**config.mk**
```make
export PLATFORM = sky130hd
export DESIGN_NAME = rma_arbiter
export DESIGN_NICKNAME = d
export VERILOG_FILES = /design/src/include/rma_pkg.sv /design/src/hw/rma_copy_engine.sv /design/src/hw/rma_arbiter.sv
export VERILOG_INCLUDE_DIRS = /design/src /design/src/include
export SDC_FILE = /design/constraint.sdc
export NUM_CORES = 1
export LEC_CHECK = 0
export BUFFER_PORTS_ARGS = -buffer_cell sky130_fd_sc_hd__buf_2
export CORE_ASPECT_RATIO = 2
export CORE_MARGIN = 3
export CORE_UTILIZATION = 52
export CTS_CLUSTER_DIAMETER = 120
export DETAILED_ROUTE_END_ITERATION = 8
export PLACE_DENSITY_LB_ADDON = 0.25
export SLEW_MARGIN = 30
export SYNTH_ARGS = -nofsm -noshare
export SYNTH_HDL_FRONTEND = slang
export SYNTH_SLANG_ARGS = --single-unit
```
**constraint.sdc**
```tcl
create_clock -name clk -period 2.7 [get_ports clk]
set_clock_uncertainty 0.1 [all_clocks]
set_input_delay 0.405 -clock clk [delete_from_list [all_inputs] [get_ports clk]]
set_output_delay 0.405 -clock clk [all_outputs]
set_load 0.1 [all_outputs]
```
**src/include/rma_params.svh**
```systemverilog
// constants for the remote mode arbiter
`ifndef RMA_PARAMS_SVH
`define RMA_PARAMS_SVH
`define RMA_VAR_KEYED 2'h0
`define RMA_VAR_KEYED_STEP 2'h1
`define RMA_VAR_OLDEST 2'h2
`define RMA_VAR_COMPACT 2'h3
`define RMA_DEST_MAX 3'h4
`define RMA_DEST_MIN 3'h1
`define RMA_COPY_WORDS 16'h0100
`define RMA_COPY_BUSY_TIME_NS 10
`define RMA_COPY_STEP_CYC ((`RMA_COPY_BUSY_TIME_NS + 9) / 10)
`endif

```
**src/include/rma_pkg.sv**
```systemverilog
// types for the remote mode arbiter
package rma_pkg;
  typedef enum logic [2:0] {
    RMA_ST_STOP = 3'h0,
    RMA_ST_RUN = 3'h1,
    RMA_ST_PAUSE = 3'h2,
    RMA_ST_STEP = 3'h3
  } rma_state_e;
  typedef enum logic [3:0] {
    RMA_CMD_NONE = 4'h0,
    RMA_CMD_RUN = 4'h1,
    RMA_CMD_STOP = 4'h2,
    RMA_CMD_PAUSE = 4'h3,
    RMA_CMD_STEP = 4'h4,
    RMA_CMD_LATCH_CLR = 4'h5,
    RMA_CMD_RESET = 4'h6,
    RMA_CMD_SWITCH = 4'h7,
    RMA_CMD_MODE_CHG = 4'h8,
    RMA_CMD_MEM_COPY = 4'h9
  } rma_cmd_e;
  typedef enum logic [1:0] {
    RMA_DST_SELF = 2'h0,
    RMA_DST_ALL = 2'h1,
    RMA_DST_GROUP = 2'h2,
    RMA_DST_PAIR = 2'h3
  } rma_dest_e;
  typedef struct packed {
    rma_cmd_e cmd;
    rma_dest_e dest;
    logic [2:0] module_count;
    logic [7:0] group_num;
    logic other_host;
  } rma_req_s;
  typedef struct packed {
    logic accepted;
    logic refused;
  } rma_ack_s;
endpackage

```
**src/hw/rma_copy_engine.sv**
```systemverilog
// memory copy sequencer for the redundant pair
`timescale 1ns/100ps
`default_nettype none
`include "rma_params.svh"
module rma_copy_engine
  import rma_pkg::*;
(
  // clock and reset
  input wire logic clk,
  input wire logic rst,
  // control
  input wire logic start,
  input wire logic link_fault,
  // status
  output logic busy,
  output logic [15:0] progress,
  output logic failed
);
  logic busy_reg, busy_next;
  logic failed_reg, failed_next;
  logic [15:0] cnt_reg, cnt_next;
  logic [7:0] tick_reg, tick_next;

  always_comb
  begin
    busy_next = busy_reg;
    failed_next = failed_reg;
    cnt_next = cnt_reg;
    tick_next = tick_reg;
    if (!busy_reg && start)
    begin
      busy_next = 1'b1;
      failed_next = 1'b0;
      cnt_next = 16'h0000;
      tick_next = 8'h00;
    end
    else if (busy_reg)
    begin
      if (link_fault)
      begin
        busy_next = 1'b0;
        failed_next = 1'b1;
      end
      else if (tick_reg == 8'((`RMA_COPY_STEP_CYC) - 1))
      begin
        tick_next = 8'h00;
        cnt_next = cnt_reg + 16'h0001;
        if (cnt_next == `RMA_COPY_WORDS)
          busy_next = 1'b0;
      end
      else
        tick_next = tick_reg + 8'h01;
    end
  end

  always_ff @(posedge clk)
  begin
    if (rst)
    begin
      busy_reg <= 1'b0;
      failed_reg <= 1'b0;
      cnt_reg <= 16'h0000;
      tick_reg <= 8'h00;
    end
    else
    begin
      busy_reg <= busy_next;
      failed_reg <= failed_next;
      cnt_reg <= cnt_next;
      tick_reg <= tick_next;
    end
  end

  assign busy = busy_reg;
  assign progress = cnt_reg;
  assign failed = failed_reg;
endmodule
`default_nettype wire

```
**src/hw/rma_arbiter.sv**
```systemverilog
// operating mode arbiter with remote requests and redundant pair control
`timescale 1ns/100ps
`default_nettype none
`include "rma_params.svh"
module rma_arbiter
  import rma_pkg::*;
(
  // clock and reset
  input wire logic clk,
  input wire logic rst,
  // configuration
  input wire logic [1:0] variant,
  input wire logic remote_reset_enable,
  // local controls
  input wire rma_state_e key_switch,
  input wire logic contact_pause,
  input wire logic local_run_switch,
  // remote request port
  input wire logic req_valid,
  input wire rma_req_s req,
  output logic req_ready,
  output rma_ack_s ack,
  // redundant pair status
  input wire logic pair_present,
  input wire logic debug_mode,
  input wire logic standby_stopped,
  input wire logic copy_link_fault,
  // memory card
  input wire logic card_present,
  input wire logic card_inhibit_clear,
  input wire logic card_inhibit_set,
  // maintenance requests from elsewhere
  input wire logic format_req,
  input wire logic flash_write_req,
  output logic maint_refused,
  // state and actions
  output rma_state_e eff_state,
  output logic reset_pulse,
  output logic latch_clear_pulse,
  output logic standby_reset_pulse,
  output logic is_control,
  output logic separate_mode,
  output logic forced_run_mode_flag,
  output logic forced_run_flag,
  output logic forced_stop_flag,
  output logic card_removal_inhibit_flag,
  output logic card_error,
  // memory copy status
  output logic copy_busy,
  output logic [15:0] copy_progress,
  output logic copy_failed
);
  // ----------------------------------------
  // request decode helpers
  // ----------------------------------------
  function automatic logic cmd_supported(input logic [1:0] v, input rma_cmd_e c);
    logic ok;
    ok = 1'b1;
    if (v == `RMA_VAR_COMPACT)
      ok = (c == RMA_CMD_RUN) || (c == RMA_CMD_STOP);
    else if (c == RMA_CMD_STEP && v != `RMA_VAR_KEYED_STEP)
      ok = 1'b0;
    else if (c == RMA_CMD_LATCH_CLR && v == `RMA_VAR_OLDEST)
      ok = 1'b0;
    return ok;
  endfunction

  function automatic logic dest_ok(input rma_req_s r);
    logic ok;
    ok = 1'b1;
    if (r.dest == RMA_DST_ALL || r.dest == RMA_DST_GROUP)
      ok = (r.module_count >= `RMA_DEST_MIN) && (r.module_count <= `RMA_DEST_MAX);
    return ok;
  endfunction

  function automatic logic is_state_cmd(input rma_cmd_e c);
    return (c == RMA_CMD_RUN) || (c == RMA_CMD_STOP) || (c == RMA_CMD_PAUSE) ||
           (c == RMA_CMD_STEP);
  endfunction

  // ----------------------------------------
  // state
  // ----------------------------------------
  rma_state_e remote_reg, remote_next;
  rma_state_e eff_reg, eff_next;
  logic ctrl_reg, ctrl_next;
  logic sep_reg, sep_next;
  logic frm_reg, frm_next;
  logic fr_reg, fr_next;
  logic fs_reg, fs_next;
  logic inh_reg, inh_next;
  logic cerr_reg, cerr_next;
  logic card_seen_reg, card_seen_next;
  logic other_reg, other_next;
  rma_ack_s ack_reg, ack_next;
  logic rst_p_reg, rst_p_next;
  logic lc_p_reg, lc_p_next;
  logic sb_p_reg, sb_p_next;
  logic mref_reg, mref_next;
  logic copy_start;
  logic cp_busy;

  // ----------------------------------------
  // request acceptance and effective state
  // ----------------------------------------
  logic compact;
  logic window_ok;
  logic redundant_cmd;
  logic take;
  logic remote_stopped;

  always_comb
  begin
    compact = (variant == `RMA_VAR_COMPACT);
    // compact accepts from run or stop; keyed window is open only at key run
    if (compact)
      window_ok = (eff_reg == RMA_ST_RUN) || (eff_reg == RMA_ST_STOP);
    else
      window_ok = (key_switch == RMA_ST_RUN);
    redundant_cmd = (req.cmd == RMA_CMD_SWITCH) || (req.cmd == RMA_CMD_MODE_CHG) ||
                    (req.cmd == RMA_CMD_MEM_COPY);
    remote_stopped = (remote_reg == RMA_ST_STOP);
    take = req_valid && dest_ok(req);

    remote_next = remote_reg;
    ctrl_next = ctrl_reg;
    sep_next = sep_reg;
    frm_next = frm_reg;
    fr_next = fr_reg;
    fs_next = fs_reg;
    other_next = other_reg;
    ack_next = '0;
    rst_p_next = 1'b0;
    lc_p_next = 1'b0;
    sb_p_next = 1'b0;
    copy_start = 1'b0;

    if (take)
    begin
      ack_next.refused = 1'b1;
      if (redundant_cmd)
      begin
        if (pair_present && !debug_mode && !cp_busy)
        begin
          ack_next = '{accepted: 1'b1, refused: 1'b0};
          unique case (req.cmd)
            RMA_CMD_SWITCH: ctrl_next = !ctrl_reg;
            RMA_CMD_MODE_CHG: sep_next = !sep_reg;
            default: copy_start = ctrl_reg;
          endcase
          if (req.cmd == RMA_CMD_MEM_COPY && !ctrl_reg)
            ack_next = '{accepted: 1'b0, refused: 1'b1};
        end
      end
      else if (!cmd_supported(variant, req.cmd))
        ack_next.refused = 1'b1;
      else if (compact)
      begin
        if (window_ok)
        begin
          ack_next = '{accepted: 1'b1, refused: 1'b0};
          frm_next = 1'b1;
          fr_next = (req.cmd == RMA_CMD_RUN);
          fs_next = (req.cmd == RMA_CMD_STOP);
        end
      end
      else if (is_state_cmd(req.cmd))
      begin
        // state stored even under key stop, applied later
        if (window_ok || key_switch == RMA_ST_STOP)
        begin
          ack_next = '{accepted: 1'b1, refused: 1'b0};
          unique case (req.cmd)
            RMA_CMD_RUN: remote_next = RMA_ST_RUN;
            RMA_CMD_STOP: remote_next = RMA_ST_STOP;
            RMA_CMD_PAUSE: remote_next = RMA_ST_PAUSE;
            default: remote_next = RMA_ST_STEP;
          endcase
        end
      end
      else if (key_switch == RMA_ST_STOP || remote_stopped)
      begin
        if (req.cmd == RMA_CMD_LATCH_CLR)
        begin
          ack_next = '{accepted: 1'b1, refused: 1'b0};
          lc_p_next = 1'b1;
        end
        else if (remote_reset_enable)
        begin
          if (req.dest == RMA_DST_PAIR)
          begin
            if (!other_reg && !req.other_host)
            begin
              ack_next = '{accepted: 1'b1, refused: 1'b0};
              rst_p_next = 1'b1;
              sb_p_next = standby_stopped;
            end
          end
          else
          begin
            ack_next = '{accepted: 1'b1, refused: 1'b0};
            rst_p_next = 1'b1;
          end
        end
      end
      if (req.dest == RMA_DST_PAIR && req.other_host)
        other_next = 1'b1;
    end

    // priority merge: stop > pause > step > run
    if (compact)
      eff_next = fs_reg ? RMA_ST_STOP :
                 (fr_reg ? RMA_ST_RUN :
                 (frm_reg ? eff_reg : (local_run_switch ? RMA_ST_RUN : RMA_ST_STOP)));
    else if (key_switch == RMA_ST_STOP || remote_reg == RMA_ST_STOP)
      eff_next = RMA_ST_STOP;
    else if (key_switch == RMA_ST_PAUSE || remote_reg == RMA_ST_PAUSE || contact_pause)
      eff_next = RMA_ST_PAUSE;
    else if (key_switch == RMA_ST_STEP || remote_reg == RMA_ST_STEP)
      eff_next = RMA_ST_STEP;
    else
      eff_next = RMA_ST_RUN;
  end

  // ----------------------------------------
  // memory card and maintenance lockout
  // ----------------------------------------
  always_comb
  begin
    inh_next = inh_reg;
    if (card_inhibit_clear)
      inh_next = 1'b0;
    if (card_inhibit_set)
      inh_next = 1'b1;
    card_seen_next = card_present;
    cerr_next = cerr_reg || (card_seen_reg && !card_present && inh_reg);
    mref_next = cp_busy && (format_req || flash_write_req);
  end

  // ----------------------------------------
  // registers
  // ----------------------------------------
  always_ff @(posedge clk)
  begin
    if (rst)
    begin
      remote_reg <= RMA_ST_RUN;
      eff_reg <= RMA_ST_STOP;
      ctrl_reg <= 1'b1;
      sep_reg <= 1'b0;
      frm_reg <= 1'b0;
      fr_reg <= 1'b0;
      fs_reg <= 1'b0;
      inh_reg <= 1'b1;
      cerr_reg <= 1'b0;
      card_seen_reg <= 1'b0;
      other_reg <= 1'b0;
      ack_reg <= '0;
      rst_p_reg <= 1'b0;
      lc_p_reg <= 1'b0;
      sb_p_reg <= 1'b0;
      mref_reg <= 1'b0;
    end
    else
    begin
      remote_reg <= remote_next;
      eff_reg <= eff_next;
      ctrl_reg <= ctrl_next;
      sep_reg <= sep_next;
      frm_reg <= frm_next;
      fr_reg <= fr_next;
      fs_reg <= fs_next;
      inh_reg <= inh_next;
      cerr_reg <= cerr_next;
      card_seen_reg <= card_seen_next;
      other_reg <= other_next;
      ack_reg <= ack_next;
      rst_p_reg <= rst_p_next;
      lc_p_reg <= lc_p_next;
      sb_p_reg <= sb_p_next;
      mref_reg <= mref_next;
    end
  end

  // ----------------------------------------
  // copy engine
  // ----------------------------------------
  rma_copy_engine u_copy (
    .clk(clk),
    .rst(rst),
    .start(copy_start),
    .link_fault(copy_link_fault),
    .busy(cp_busy),
    .progress(copy_progress),
    .failed(copy_failed)
  );

  // one request per cycle, ready always high; requests failing dest_ok are dropped
  assign req_ready = 1'b1;
  assign ack = ack_reg;
  assign eff_state = eff_reg;
  assign reset_pulse = rst_p_reg;
  assign latch_clear_pulse = lc_p_reg;
  assign standby_reset_pulse = sb_p_reg;
  assign is_control = ctrl_reg;
  assign separate_mode = sep_reg;
  assign forced_run_mode_flag = frm_reg;
  assign forced_run_flag = fr_reg;
  assign forced_stop_flag = fs_reg;
  assign card_removal_inhibit_flag = inh_reg;
  assign card_error = cerr_reg;
  assign copy_busy = cp_busy;
  assign maint_refused = mref_reg;
endmodule
`default_nettype wire

```
==> impl_metrics.env <==
export IMPL_fin_ws_ns=0.5035
export IMPL_hold_start="card_inhibit_clear"
export IMPL_grt_total_usage_pct=22.17
export IMPL_overflow=0
export IMPL_path_delay_family="compound AO/OA/AOI/OAI gates"
export IMPL_syn_nets=342
export IMPL_peakVddDrop_mv=0.5041
export IMPL_power_density_mw_per_mm2=475.7
export IMPL_ys_types=58
export IMPL_post_cts_resized=0
export IMPL_holdPathStages=2
export IMPL_wire_per_inst_um=14.24
export IMPL_antenna_cells=0
export IMPL_grt_pass1_wl_um=9232
export IMPL_rr_worst_depth=7
export IMPL_design_area_sq_mm=0.002892
export IMPL_min_delay_worst_endpoint="card_removal_inhibit_flag$_SDFFE_PP1P_"
export IMPL_first_iter_violations=56
export IMPL_num_vias=2327
export IMPL_pin_count=73
export IMPL_tritoncts="yes"
export IMPL_hold_viol=0
export IMPL_coreArea_sq_mm=0.004467
export IMPL_die_area_sq_mm=0.005666
export IMPL_fin_crit_ns=2.196
export IMPL_start_util_pct=55.32
export IMPL_end_kind="flop"
export IMPL_via_per_inst=5.689
export IMPL_power_total_mw=1.375
export IMPL_cts_buffer_depth=2
export IMPL_period_share_pct=81.35
export IMPL_grt_pass1_vias=2110
export IMPL_die_width_um=54.75
export IMPL_die_y_um=103.5
export IMPL_critPathLaunchType="flop"
export IMPL_clock_latency_ns=0.30
export IMPL_syn2layout_area_growth_pct=17.01
export IMPL_finalMaxSlewViolations=0
export IMPL_async_flop_share_pct=0
export IMPL_ys_ff_latch=45
export IMPL_fin_cells=409
export IMPL_cp_required_ns=2.78
export IMPL_dp_final_hpwl_um=4605
export IMPL_crit_type="flop to flop"
export IMPL_whs_ns=0.1812
export IMPL_nets=397
export IMPL_post_cts_buffers=0
export IMPL_cts_clk_slew_worst_paths_ns=0.09
export IMPL_crit_path_max_incr_delay_ns=0.43
export IMPL_row_count=34
export IMPL_fin_util_pct=64.73
export IMPL_cts_hold_buf=0
export IMPL_synth_edf_count=0
export IMPL_r2r_setup_slack_ns=0.50
export IMPL_tns_ns=0
export IMPL_routed_wl_um=5824
export IMPL_drive_above_1_share_pct=25.63
export IMPL_worst_pin_slew_ns=0.5365
export IMPL_ys_warn_count=0
export IMPL_globalplace_congestion=0.8477
export IMPL_max_freq_mhz=455.3
export IMPL_cts_buffers=5
export IMPL_dp_cells=401
export IMPL_worstPathCellList="ha_1 -> xnor2_1 -> a41oi_1 -> nor4_1 -> o311ai_1 -> a2111oi_2 -> a21oi_1"
export IMPL_synth_cell_area_sq_mm=0.002471
export IMPL_dr_pass1_iters=4
export IMPL_h_tree_depth=2
export IMPL_postSynthAreaPerCell_sq_um=8.265
export IMPL_synthCells=299
export IMPL_p_leak_nw=1.202
export IMPL_maxCapViolCount=0
export IMPL_setup_viol_count_final=0
export IMPL_synth_flop_cell="dfxtp_1"
export IMPL_largest_reg_flops=16
export IMPL_slew_headroom_pct=64.14
export IMPL_r2r_end="u_copy.busy$_SDFF_PP0_"
export IMPL_r2r_start="u_copy.progress[0]$_SDFFE_PP0P_"
export IMPL_pre_cts_slack_ns=0.5028
export IMPL_min_path_type="primary input to flop"
export IMPL_ys_seq_area_share_pct=36.46
export IMPL_fillers=424
export IMPL_arrival_ns=2.28
export IMPL_root_buffer="clkbuf_8"
export IMPL_io_buffers=62
export IMPL_ant_nets=0
export IMPL_status="finished, final reports clean"
export IMPL_rsz0062_at_grt="no"
export IMPL_clock_sinks=45
export IMPL_place_area_sq_mm=0.002776
export IMPL_grt_max_degree=16
export IMPL_drc=0
export IMPL_critPathBufInv=0
export IMPL_antenna_found_initial=0
export IMPL_critical_path_slowest_cell="dfxtp_1"
export IMPL_cp_max_fo=10
[worst max path at each step]
stage	from	endpoint	cells past startpoint
6_report	u_copy.progress[0]$_SDFFE_PP0P_	u_copy.busy$_SDFF_PP0_	7
5_1_grt	u_copy.progress[0]$_SDFFE_PP0P_	u_copy.busy$_SDFF_PP0_	7
4_1_cts	u_copy.progress[0]$_SDFFE_PP0P_	u_copy.busy$_SDFF_PP0_	7
3_5_place_dp	req[9]	forced_stop_flag$_SDFFE_PP0P_	7
3_3_place_gp	req[12]	forced_stop_flag$_SDFFE_PP0P_	7
2_1_floorplan	u_copy.progress[0]$_SDFFE_PP0P_	u_copy.busy$_SDFF_PP0_	8
[routing by layer]
layer	wire (um)	vias to the layer above	global-route usage (%)
li1	-	1152	-
met2	3354	64	42.15
met3	228	16	3.443
met5	0	-	0
met4	203	0	11.52
met1	2037	1095	21.11
[cells in the final DEF, fill, tap and decap left out, types with 4 or more instances in the layout]
cell type,synthesis,layout
clkbuf_8,0,5
o211ai_1,4,4
buf_2,8,62
mux2i_1,5,5
nor2b_1,4,4
nand3_1,13,13
nor2_1,51,51
o21ai_0,6,6
xnor2_1,11,11
nand4_1,6,6
and3_1,5,5
nand2_1,25,25
inv_1,8,8
xor2_1,15,15
dfxtp_1,45,45
a21oi_1,7,7
a31oi_1,4,4
nor3_1,10,10
ha_1,5,5
[cell type report]
| class | count | area (sq um) | area share [%] |
|---|---|---|---|
| inverters | 8 | 30.03 | 1.039 |
| well taps | 54 | 67.56 | 2.337 |
| multi-input cells | 229 | 1445 | 49.98 |
| flip-flops and latches | 45 | 900.9 | 31.16 |
| repair buffers | 65 | 332.8 | 11.51 |
| clock inverters | 3 | 46.29 | 1.601 |
| clock buffers | 5 | 68.82 | 2.380 |
[where the power goes]
group / internal [mW] / switching [mW] / total [mW]
clock network: 0.277 / 0.249 / 0.526
logic: 0.0499 / 0.123 / 0.173
registers: 0.671 / 0.00540 / 0.676
total: 0.998 / 0.377 / 1.38
[logic make-up (layout without fill, tap and decap cells)]
group	Yosys count	in the layout	share of synthesized area [%]
compound gates	47	47	13.82
xor+xnor	26	26	9.215
fa+ha+maj	5	5	2.532
buf+inv	25	81	5.266
flops	45	45	36.46
mux	5	5	2.025
other cells	2	2	0.3039
simple gates	144	144	30.38
[cell usage after synthesis, types with 6 or more instances]
cell     instances  area [sq um]
nand3_1         13         65.06
o21ai_0          6         30.03
dfxtp_1         45         900.9
nand4_1          6         37.54
buf_2            8         40.04
inv_1            8         30.03
nor2_1          51         191.4
nor3_1          10         50.05
a21oi_1          7         35.03
xor2_1          15         131.4
nand2_1         25         93.84
xnor2_1         11         96.34
Note: power is estimated with default switching activity, not from simulation.
